[src/core/repository_change_event_consts.svh]
// register offsets, field positions and reset values of the change event framer
`ifndef REPOSITORY_CHANGE_EVENT_CONSTS_SVH
`define REPOSITORY_CHANGE_EVENT_CONSTS_SVH
`define CTRL_OFS      8'h00
`define REC_OFS       8'h04
`define ENTRY_OFS     8'h08
`define STATUS_OFS    8'h0C
`define ERR_OFS       8'h10
`define START_BIT     0
`define RESTART_BIT   1
`define FMT_LSB       8
`define CNT_LSB       16
`define OP_LSB        0
`define ECNT_LSB      8
`define ST_BUSY_BIT   0
`define ST_STATE_LSB  1
`define ST_PHASE_LSB  4
`define ST_BYTES_LSB  16
`define ERR_FMT       0
`define ERR_WHOLE_CNT 1
`define ERR_OP        2
`define ERR_ORDER     3
`define ERR_RALL      4
`define ERR_SEQ       5
`define ERR_MTU       6
`define ERR_W         7
`define ERR_RST       7'h00
`define COUNT_RST     8'h00
`define BYTES_RST     16'h0000
`define BASELINE_MTU  16'h0040
`define HDR_BYTES     3'h2
`define REC_BYTES     3'h2
`define ENT_BYTES     3'h4
`endif

[src/core/repository_change_event_pkg.sv]
// types of the change event framer
package repository_change_event_pkg;
  typedef enum logic [7:0] {refresh_whole_repository, entries_are_types, entries_are_handles} entry_format_e;
  typedef enum logic [7:0] {op_refresh_all, op_deleted, op_added, op_modified} record_operation_e;
  typedef enum logic [1:0] {st_idle, st_record, st_entry} frame_state_e;
endpackage

[src/core/two_entry_buffer.sv]
// two-entry buffer with valid and ready on both sides
`timescale 1ns/10ps
module two_entry_buffer #(
  parameter int WIDTH = 9,
  parameter int DEPTH = 2
) (
  input  wire logic             clk,
  input  wire logic             sys_rst,
  input  wire logic             in_valid,
  output logic                  in_ready,
  input  wire logic [WIDTH-1:0] in_data,
  output logic                  out_valid,
  input  wire logic             out_ready,
  output logic [WIDTH-1:0]      out_data
);
  localparam int AW = $clog2(DEPTH);
  logic [WIDTH-1:0] mem_r [DEPTH];
  logic [AW-1:0]    wp_r;
  logic [AW-1:0]    rp_r;
  logic [AW:0]      cnt_r;
  logic             push;
  logic             pop;

  assign in_ready  = cnt_r != (AW+1)'(DEPTH);
  assign out_valid = cnt_r != '0;
  assign push      = in_valid & in_ready;
  assign pop       = out_valid & out_ready;
  assign out_data  = mem_r[rp_r];

  always_ff @(posedge clk) begin
    if (push) begin
      mem_r[wp_r] <= in_data;
    end
  end

  always_ff @(posedge clk) begin
    if (sys_rst) begin
      wp_r  <= '0;
      rp_r  <= '0;
      cnt_r <= '0;
    end else begin
      if (push) begin
        wp_r <= wp_r + 1'b1;
      end
      if (pop) begin
        rp_r <= rp_r + 1'b1;
      end
      cnt_r <= cnt_r + (AW+1)'(push) - (AW+1)'(pop);
    end
  end
endmodule // two_entry_buffer

[src/core/field_serializer.sv]
// splits one field word into bytes, least significant first
`timescale 1ns/10ps
module field_serializer (
  input  wire logic        clk,
  input  wire logic        sys_rst,
  input  wire logic        ld,
  input  wire logic [31:0] ld_word,
  input  wire logic [2:0]  ld_nb,
  input  wire logic        ld_last,
  output logic             busy,
  output logic             out_valid,
  input  wire logic        out_ready,
  output logic [7:0]       out_data,
  output logic             out_last
);
  logic [31:0] shift_r;
  logic [2:0]  cnt_r;
  logic        last_r;

  assign busy      = cnt_r != 3'h0;
  assign out_valid = busy;
  assign out_data  = shift_r[7:0];
  assign out_last  = last_r & (cnt_r == 3'h1);

  always_ff @(posedge clk) begin
    if (sys_rst) begin
      shift_r <= 32'h0000_0000;
      cnt_r   <= 3'h0;
      last_r  <= 1'b0;
    end else if (ld && !busy) begin
      shift_r <= ld_word;
      cnt_r   <= ld_nb;
      last_r  <= ld_last;
    end else if (out_valid && out_ready) begin
      shift_r <= {8'h00, shift_r[31:8]};
      cnt_r   <= cnt_r - 3'h1;
    end
  end

  a_byte_order: assert property (@(posedge clk) disable iff (sys_rst)
    (out_valid && out_ready && cnt_r > 3'h1) |=> out_data == $past(shift_r[15:8]))
    else $error("next byte is not the next higher byte");
endmodule // field_serializer

[src/core/repository_change_event_framer.sv]
// repository change event framer: wishbone registers in, payload bytes out
`timescale 1ns/10ps
`include "repository_change_event_consts.svh"
module repository_change_event_framer
  import repository_change_event_pkg::*;
(
  input  wire logic        clk,
  input  wire logic        sys_rst,
  input  wire logic        wb_cyc_i,
  input  wire logic        wb_stb_i,
  input  wire logic        wb_we_i,
  input  wire logic [7:0]  wb_adr_i,
  input  wire logic [3:0]  wb_sel_i,
  input  wire logic [31:0] wb_dat_i,
  output logic [31:0]      wb_dat_o,
  output logic             wb_ack_o,
  output logic             tx_valid,
  input  wire logic        tx_ready,
  output logic [7:0]       tx_data,
  output logic             tx_last
);
  ////////////////////////////////////////////////////////////////////////////
  // state
  frame_state_e        st_r;
  logic [7:0]          fmt_r;
  logic [7:0]          rec_left_r;
  logic [7:0]          ent_left_r;
  logic [7:0]          msg_op_r;
  logic [7:0]          phase_r;
  logic [15:0]         bytes_r;
  logic [15:0]         bytes_nxt;
  logic [`ERR_W-1:0]   err_r;
  logic [`ERR_W-1:0]   err_set;
  logic                ack_r;
  logic [31:0]         rdata_nxt;

  ////////////////////////////////////////////////////////////////////////////
  // bus decode
  logic        req;
  logic        full_sel;
  logic        wr_ctrl;
  logic        wr_start;
  logic        wr_rec;
  logic        wr_ent;
  logic        emit_wr;
  logic        stall;
  logic [7:0]  fmt_in;
  logic [7:0]  cnt_in;
  logic [7:0]  op_in;
  logic [7:0]  ecnt_in;

  assign req      = wb_cyc_i & wb_stb_i & ~ack_r;
  assign full_sel = wb_sel_i == 4'hF;
  assign wr_ctrl  = req & wb_we_i & full_sel & (wb_adr_i == `CTRL_OFS);
  assign wr_start = wr_ctrl & wb_dat_i[`START_BIT];
  assign wr_rec   = req & wb_we_i & full_sel & (wb_adr_i == `REC_OFS);
  assign wr_ent   = req & wb_we_i & full_sel & (wb_adr_i == `ENTRY_OFS);
  assign emit_wr  = wr_start | wr_rec | wr_ent;
  assign fmt_in   = wb_dat_i[`FMT_LSB +: 8];
  assign cnt_in   = wb_dat_i[`CNT_LSB +: 8];
  assign op_in    = wb_dat_i[`OP_LSB +: 8];
  assign ecnt_in  = wb_dat_i[`ECNT_LSB +: 8];

  ////////////////////////////////////////////////////////////////////////////
  // acceptance checks
  logic ser_busy;
  logic fmt_bad;
  logic whole_cnt_bad;
  logic op_bad;
  logic order_bad;
  logic rall_bad;
  logic hdr_ok;
  logic rec_ok;
  logic hdr_go;
  logic rec_go;
  logic ent_go;
  logic seq_bad;
  logic mtu_over;

  assign stall         = emit_wr & ser_busy;
  assign fmt_bad       = fmt_in > 8'(entries_are_handles);
  assign whole_cnt_bad = (fmt_in == 8'(refresh_whole_repository)) && (cnt_in != `COUNT_RST);
  assign op_bad        = op_in > 8'(op_modified);
  assign rall_bad      = (op_in == 8'(op_refresh_all)) && (fmt_r != 8'(entries_are_types));
  // within the message operations never go back; across messages removals,
  // then additions, then modifications
  assign order_bad     = (op_in < msg_op_r)
                      || ((op_in != 8'(op_refresh_all)) && (op_in < phase_r));
  assign hdr_ok        = (st_r == st_idle) && !fmt_bad && !whole_cnt_bad;
  assign rec_ok        = (st_r == st_record) && !op_bad && !order_bad && !rall_bad;
  assign hdr_go        = wr_start & ~ser_busy & hdr_ok;
  assign rec_go        = wr_rec & ~ser_busy & rec_ok;
  assign ent_go        = wr_ent & ~ser_busy & (st_r == st_entry);
  assign seq_bad       = ~ser_busy & ((wr_start & (st_r != st_idle))
                      | (wr_rec & (st_r != st_record)) | (wr_ent & (st_r != st_entry)));

  always_comb begin
    bytes_nxt = bytes_r;
    if (hdr_go) begin
      bytes_nxt = 16'(`HDR_BYTES);
    end else if (rec_go) begin
      bytes_nxt = bytes_r + 16'(`REC_BYTES);
    end else if (ent_go) begin
      bytes_nxt = bytes_r + 16'(`ENT_BYTES);
    end
  end
  assign mtu_over = (hdr_go | rec_go | ent_go) && (bytes_nxt > `BASELINE_MTU);

  always_comb begin
    err_set                 = `ERR_RST;
    err_set[`ERR_FMT]       = wr_start & ~ser_busy & (st_r == st_idle) & fmt_bad;
    err_set[`ERR_WHOLE_CNT] = wr_start & ~ser_busy & (st_r == st_idle) & ~fmt_bad & whole_cnt_bad;
    err_set[`ERR_OP]        = wr_rec & ~ser_busy & (st_r == st_record) & op_bad;
    err_set[`ERR_ORDER]     = wr_rec & ~ser_busy & (st_r == st_record) & ~op_bad & order_bad;
    err_set[`ERR_RALL]      = wr_rec & ~ser_busy & (st_r == st_record) & ~op_bad & rall_bad;
    err_set[`ERR_SEQ]       = seq_bad;
    err_set[`ERR_MTU]       = mtu_over;
  end

  ////////////////////////////////////////////////////////////////////////////
  // serializer load
  logic        ld;
  logic [31:0] ld_word;
  logic [2:0]  ld_nb;
  logic        ld_last;

  assign ld = hdr_go | rec_go | ent_go;

  always_comb begin
    ld_word = 32'h0000_0000;
    ld_nb   = 3'h0;
    ld_last = 1'b0;
    if (hdr_go) begin
      ld_word = {16'h0000, cnt_in, fmt_in};
      ld_nb   = `HDR_BYTES;
      ld_last = cnt_in == `COUNT_RST;
    end else if (rec_go) begin
      ld_word = {16'h0000, ecnt_in, op_in};
      ld_nb   = `REC_BYTES;
      ld_last = (ecnt_in == `COUNT_RST) && (rec_left_r == 8'h01);
    end else if (ent_go) begin
      ld_word = wb_dat_i;
      ld_nb   = `ENT_BYTES;
      ld_last = (ent_left_r == 8'h01) && (rec_left_r == 8'h01);
    end
  end

  ////////////////////////////////////////////////////////////////////////////
  // frame sequencing
  always_ff @(posedge clk) begin
    if (sys_rst) begin
      st_r       <= st_idle;
      rec_left_r <= `COUNT_RST;
      ent_left_r <= `COUNT_RST;
    end else if (hdr_go) begin
      rec_left_r <= cnt_in;
      st_r       <= (cnt_in == `COUNT_RST) ? st_idle : st_record;
    end else if (rec_go) begin
      if (ecnt_in == `COUNT_RST) begin
        rec_left_r <= rec_left_r - 8'h01;
        st_r       <= (rec_left_r == 8'h01) ? st_idle : st_record;
      end else begin
        ent_left_r <= ecnt_in;
        st_r       <= st_entry;
      end
    end else if (ent_go) begin
      ent_left_r <= ent_left_r - 8'h01;
      if (ent_left_r == 8'h01) begin
        rec_left_r <= rec_left_r - 8'h01;
        st_r       <= (rec_left_r == 8'h01) ? st_idle : st_record;
      end
    end
  end

  // the selector is latched once per message and governs every entry of it
  always_ff @(posedge clk) begin
    if (sys_rst) begin
      fmt_r <= 8'(refresh_whole_repository);
    end else if (hdr_go) begin
      fmt_r <= fmt_in;
    end
  end

  always_ff @(posedge clk) begin
    if (sys_rst) begin
      msg_op_r <= 8'(op_refresh_all);
    end else if (hdr_go) begin
      msg_op_r <= 8'(op_refresh_all);
    end else if (rec_go) begin
      msg_op_r <= op_in;
    end
  end

  // ordering phase carried across messages until software restarts it
  always_ff @(posedge clk) begin
    if (sys_rst) begin
      phase_r <= `COUNT_RST;
    end else if (rec_go && op_in != 8'(op_refresh_all)) begin
      phase_r <= op_in;
    end else if (wr_ctrl && !ser_busy && wb_dat_i[`RESTART_BIT] && st_r == st_idle) begin
      phase_r <= `COUNT_RST;
    end
  end

  always_ff @(posedge clk) begin
    if (sys_rst) begin
      bytes_r <= `BYTES_RST;
    end else begin
      bytes_r <= bytes_nxt;
    end
  end

  // sticky errors, a new event wins over a clear
  always_ff @(posedge clk) begin
    if (sys_rst) begin
      err_r <= `ERR_RST;
    end else if (req && wb_we_i && full_sel && wb_adr_i == `ERR_OFS) begin
      err_r <= (err_r & ~wb_dat_i[`ERR_W-1:0]) | err_set;
    end else begin
      err_r <= err_r | err_set;
    end
  end

  ////////////////////////////////////////////////////////////////////////////
  // bus answer
  always_comb begin
    rdata_nxt = 32'h0000_0000;
    unique case (wb_adr_i)
      `CTRL_OFS: begin
        rdata_nxt[`FMT_LSB +: 8] = fmt_r;
        rdata_nxt[`CNT_LSB +: 8] = rec_left_r;
      end
      `REC_OFS: begin
        rdata_nxt[`OP_LSB +: 8]   = msg_op_r;
        rdata_nxt[`ECNT_LSB +: 8] = ent_left_r;
      end
      `STATUS_OFS: begin
        rdata_nxt[`ST_BUSY_BIT]        = ser_busy | (st_r != st_idle);
        rdata_nxt[`ST_STATE_LSB +: 2]  = st_r;
        rdata_nxt[`ST_PHASE_LSB +: 8]  = phase_r;
        rdata_nxt[`ST_BYTES_LSB +: 16] = bytes_r;
      end
      `ERR_OFS: begin
        rdata_nxt[`ERR_W-1:0] = err_r;
      end
      default: begin
        rdata_nxt = 32'h0000_0000;
      end
    endcase
  end

  always_ff @(posedge clk) begin
    if (sys_rst) begin
      ack_r    <= 1'b0;
      wb_dat_o <= 32'h0000_0000;
    end else begin
      ack_r <= req & ~stall;
      if (req && !stall && !wb_we_i) begin
        wb_dat_o <= rdata_nxt;
      end
    end
  end
  assign wb_ack_o = ack_r;

  ////////////////////////////////////////////////////////////////////////////
  // byte path
  logic       sv_valid;
  logic       sv_ready;
  logic [7:0] sv_data;
  logic       sv_last;

  field_serializer u_ser (
    .clk       (clk),
    .sys_rst   (sys_rst),
    .ld        (ld),
    .ld_word   (ld_word),
    .ld_nb     (ld_nb),
    .ld_last   (ld_last),
    .busy      (ser_busy),
    .out_valid (sv_valid),
    .out_ready (sv_ready),
    .out_data  (sv_data),
    .out_last  (sv_last)
  );

  two_entry_buffer #(.WIDTH(9), .DEPTH(2)) u_buf (
    .clk       (clk),
    .sys_rst   (sys_rst),
    .in_valid  (sv_valid),
    .in_ready  (sv_ready),
    .in_data   ({sv_last, sv_data}),
    .out_valid (tx_valid),
    .out_ready (tx_ready),
    .out_data  ({tx_last, tx_data})
  );

  ////////////////////////////////////////////////////////////////////////////
  // checks
  a_ack_single: assert property (@(posedge clk) disable iff (sys_rst)
    wb_ack_o |=> !wb_ack_o)
    else $error("ack held longer than one cycle");

  a_fmt_legal: assert property (@(posedge clk) disable iff (sys_rst)
    (st_r != st_idle) |-> (fmt_r == 8'(entries_are_types) || fmt_r == 8'(entries_are_handles)))
    else $error("message open with illegal selector");

  a_fmt_stable: assert property (@(posedge clk) disable iff (sys_rst)
    (st_r != st_idle && $past(st_r) != st_idle) |-> $stable(fmt_r))
    else $error("selector changed inside a message");

  a_whole_empty: assert property (@(posedge clk) disable iff (sys_rst)
    (hdr_go && fmt_in == 8'(refresh_whole_repository)) |-> ld_last ##1 st_r == st_idle)
    else $error("whole refresh carried change records");

  a_zero_count_end: assert property (@(posedge clk) disable iff (sys_rst)
    (hdr_go && cnt_in == `COUNT_RST) |=> (st_r == st_idle && ser_busy))
    else $error("zero count did not end the payload");

  a_op_monotone: assert property (@(posedge clk) disable iff (sys_rst)
    rec_go |-> (op_in >= msg_op_r && op_in <= 8'(op_modified)))
    else $error("record operation out of order");

  a_phase_order: assert property (@(posedge clk) disable iff (sys_rst)
    (rec_go && op_in != 8'(op_refresh_all)) |-> op_in >= phase_r)
    else $error("removal, addition or modification out of order");

  a_rall_types: assert property (@(posedge clk) disable iff (sys_rst)
    (rec_go && op_in == 8'(op_refresh_all)) |-> fmt_r == 8'(entries_are_types))
    else $error("refresh all without type selector");

  a_bad_op_flag: assert property (@(posedge clk) disable iff (sys_rst)
    (wr_rec && !ser_busy && st_r == st_record && op_bad) |=> (err_r[`ERR_OP] && st_r == st_record))
    else $error("illegal operation not refused");

  a_entry_width: assert property (@(posedge clk) disable iff (sys_rst)
    ent_go |-> ld_nb == `ENT_BYTES ##1 ser_busy [*4])
    else $error("entry not four bytes");
endmodule // repository_change_event_framer

[config.mk]
export PLATFORM = sky130hd
export DESIGN_NAME = repository_change_event_framer
export DESIGN_NICKNAME = d
export VERILOG_FILES = /design/src/core/repository_change_event_pkg.sv /design/src/core/two_entry_buffer.sv /design/src/core/field_serializer.sv /design/src/core/repository_change_event_framer.sv
export VERILOG_INCLUDE_DIRS = /design/src /design/src/core
export SDC_FILE = /design/constraint.sdc
export NUM_CORES = 1
export LEC_CHECK = 0
export ABC_CLOCK_PERIOD_IN_PS = 3750
export BUFFER_PORTS_ARGS = -buffer_cell sky130_fd_sc_hd__buf_4
export CORE_MARGIN = 3
export CORE_UTILIZATION = 40
export DETAILED_ROUTE_END_ITERATION = 8
export SYNTH_ARGS = -nofsm -noshare
export SYNTH_HDL_FRONTEND = slang
export SYNTH_SLANG_ARGS = --single-unit
[constraint.sdc]
create_clock -name clk -period 3.75 [get_ports clk]
set_clock_uncertainty 0.15 [all_clocks]
set_input_delay 0.375 -clock clk [delete_from_list [all_inputs] [get_ports clk]]
set_output_delay 0.375 -clock clk [all_outputs]
set_load 0.005 [all_outputs]
==> results.cfg <==
[power_and_ir_drop]
max-vdd-ir-drop_v = 0.000296
p_leak_nw = 3.52
pwr_density_cell_nw_per_um2 = 507
power_w = 0.00482

[clock_tree]
ctsHtreeMaxLevel = 4
cts_root_buf = clkbuf_16
ctsHoldBuffers = 0
cts_tree = yes
ctsResizeCount = 0
clk_pin_slew_ns = 0.07
clk_latency_ns = 0.43
clock_path_buffers = 2
cts_setup_buffers = 0
cts.sinks = 157
cts_made_buffers = 17

[outcome]
status = complete, no violations

[critical_path]
cp.required_ns = 3.90
crit_fanout = 8
setup.worst_path.end_class = register
critical_path_class = register to register
startpoint_type = register
crit_arrival_ns = 3.58

[routing]
dr.pass1.iters = 5
num_vias = 7479
drt_drc_violations_left = 0
ant_nets = 0
routedWlPerCell_um = 19.1
drt-total-wl_um = 25200
first_iter_violations = 734
viasPerCell = 5.67

[cells_and_area]
fillers = 1905
nets = 1120
drive_gt1_share_pct = 17.6
syn2layout_area_growth_pct = 20.2
multiInputGateArea_um2 = 4250
n_antenna_cell = 0
final-seq-area_um2 = 3320
instances_no_fill = 1318

[die]
num_io_pins = 93
dieHeight_um = 147
dieWidth_um = 147
core_area_um2 = 19100
rows = 50
floorplan.initialDensity_pct = 41.4
dieArea_um2 = 21500

[placed_design]
pre_cts_ws_ns = 0.247
place_inst = 1286
hpwl_um = 18500
io_buffers = 92
place.gp.congestion = 0.918

[run]
drv_cap = 0

[synthesis]
synthDistinctLibCells = 73
synth_edf_count = 18
yosysTopAreaCellShare_pct = 35.2
synthTopCellsByArea = dfxtp_1 (35%), edfxtp_1 (6.8%), a21oi_1 (6.4%), nand2_1 (6.0%), nor2_1 (5.9%)
synth.most_common_cell = dfxtp_1
synth.cell_area_um2 = 7910
ys_warn_count = 0
seq_area_frac_synth_pct = 42.0
ys_seq_elements = 157
synthTopCellsByCount = dfxtp_1 (139), nand2_1 (126), nor2_1 (125)
yosys_most_used_dff = dfxtp_1
syn-num-nets = 1041
yosysTopAreaCell = dfxtp_1
synthCells = 966
synthArstFlopShare_pct = 0
syn_area_per_cell_um2 = 8.19

[timing]
final_max_slew_viol_count = 0
finalSetupViolCount = 0
fmax_mhz = 292
tightest_slew_ns = 1.03
rsz0062_at_grt = false
slew_headroom_pct = 31.3
fin_crit_sh_pct = 91.5
timing.final.ws_setup_ns = 0.320
period_needed_ns = 3.43
hold_violations = 0
tns_ns = 0
hold_slack_ns = 0.0387

[global_routing]
grt_pass1_vias = 7049
grt_pass1_wl_um = 40100
grt_usage_pct = 23.3
antenna_found_initial = 0
grt_overflow = 0
grt_max_degree = 48

[worst_hold_path]
hp-class = input pin to register
[layout make-up]
type,instances,area share [%]
Sequential cell,157,35.0
Multi-Input combinational cell,719,44.7
Clock inverter,14,1.84
Inverter,33,1.30
Timing Repair Buffer,117,9.24
Tap cell,260,3.42
Clock buffer,18,4.52
[registers in the layout, summed over array words and instances, names as in the netlist, named ones only]
signal and count:
st_r 2, wb_dat_o 32, u_buf.wp_r 1, err_r 7, phase_r 8, wb_ack_o 1
u_ser.cnt_r 3, ent_left_r 8, msg_op_r 8, fmt_r 8, u_buf.cnt_r 2, u_ser.shift_r 32
bytes_r 16, rec_left_r 8, u_buf.mem_r 18, u_buf.rp_r 1, u_ser.last_r 1
[final timing paths]
kind / start / to / slack (ns) / cells after the start
worst max-delay path: msg_op_r[7] / err_r[6] / 0.32 / 10
worst min-delay path: wb_dat_i[30] / u_ser.shift_r[30] / 0.04 / 3
worst min register to register: err_r[5] / err_r[5] / 0.30 / 2
worst max register to register: msg_op_r[7] / err_r[6] / 0.32 / 10
[report_power, final]
part	total [W]	switching [W]	internal (W)
combinational	0.00105	0.000643	0.000408
sequential	0.00197	0.0000827	0.00189
clock	0.00179	0.000784	0.00101
[worst max-delay path, cell delays in order (launching register included)]
cell	delay, ns
dfxtp_1	0.33
inv_1	0.06
ha_1	0.28
and3_1	0.18
nand2_1	0.08
o31ai_2	0.65
nand4_1	0.52
a2111oi_0	0.62
o211ai_1	0.19
o21ai_2	0.17
a221oi_2	0.07
[routing by layer]
metal	wire length (µm)	track usage [%]	up-vias	share of wire [%]
met3	1530	4.31	35	6.1
met1	11800	33.6	3528	47
met4	505	6.87	0	2.0
met2	11300	35.7	287	45
met5	0	0	-	0
li1	-	-	3629	-
[cells in the final DEF, fill, tap and decap left out, drive strengths merged, types with 8 or more instances in the layout]
master and count:
xnor2 10, nand2b 11, nand3 28, nor4 11, a22oi 13, ha 25
a21o 8, and3 11, nor3 47, and2 21, or3 8, buf 117
mux2 9, o21ai 30, a221oi 19, edfxtp 18, nand2 127, nor2 125
dfxtp 139, nand4 13, a21oi 102, a211oi 12, inv 40, clkbuf 18
[per-stage QoR]
step	cell area, µm²	util [%]
global route	9500	49.8
CTS	9500	49.8
floorplan	7910	-
detailed placement	8900	46.6
global placement	8900	46.6
finish	9500	49.8
[logic make-up (layout without fill, tap and decap cells)]
group | count (synthesis) | count (layout) | synth area share [%]
DFF | 157 | 157 | 42.0
AOI/OAI and AO/OA | 231 | 231 | 19.5
xor gates and xnor gates | 14 | 14 | 1.55
and+or+nand+nor | 434 | 434 | 26.5
buffers and inverters | 90 | 182 | 4.40
muxes | 15 | 15 | 2.04
adders and majority gates | 25 | 25 | 3.96
No activity file was read; power rests on OpenSTA's default activity.
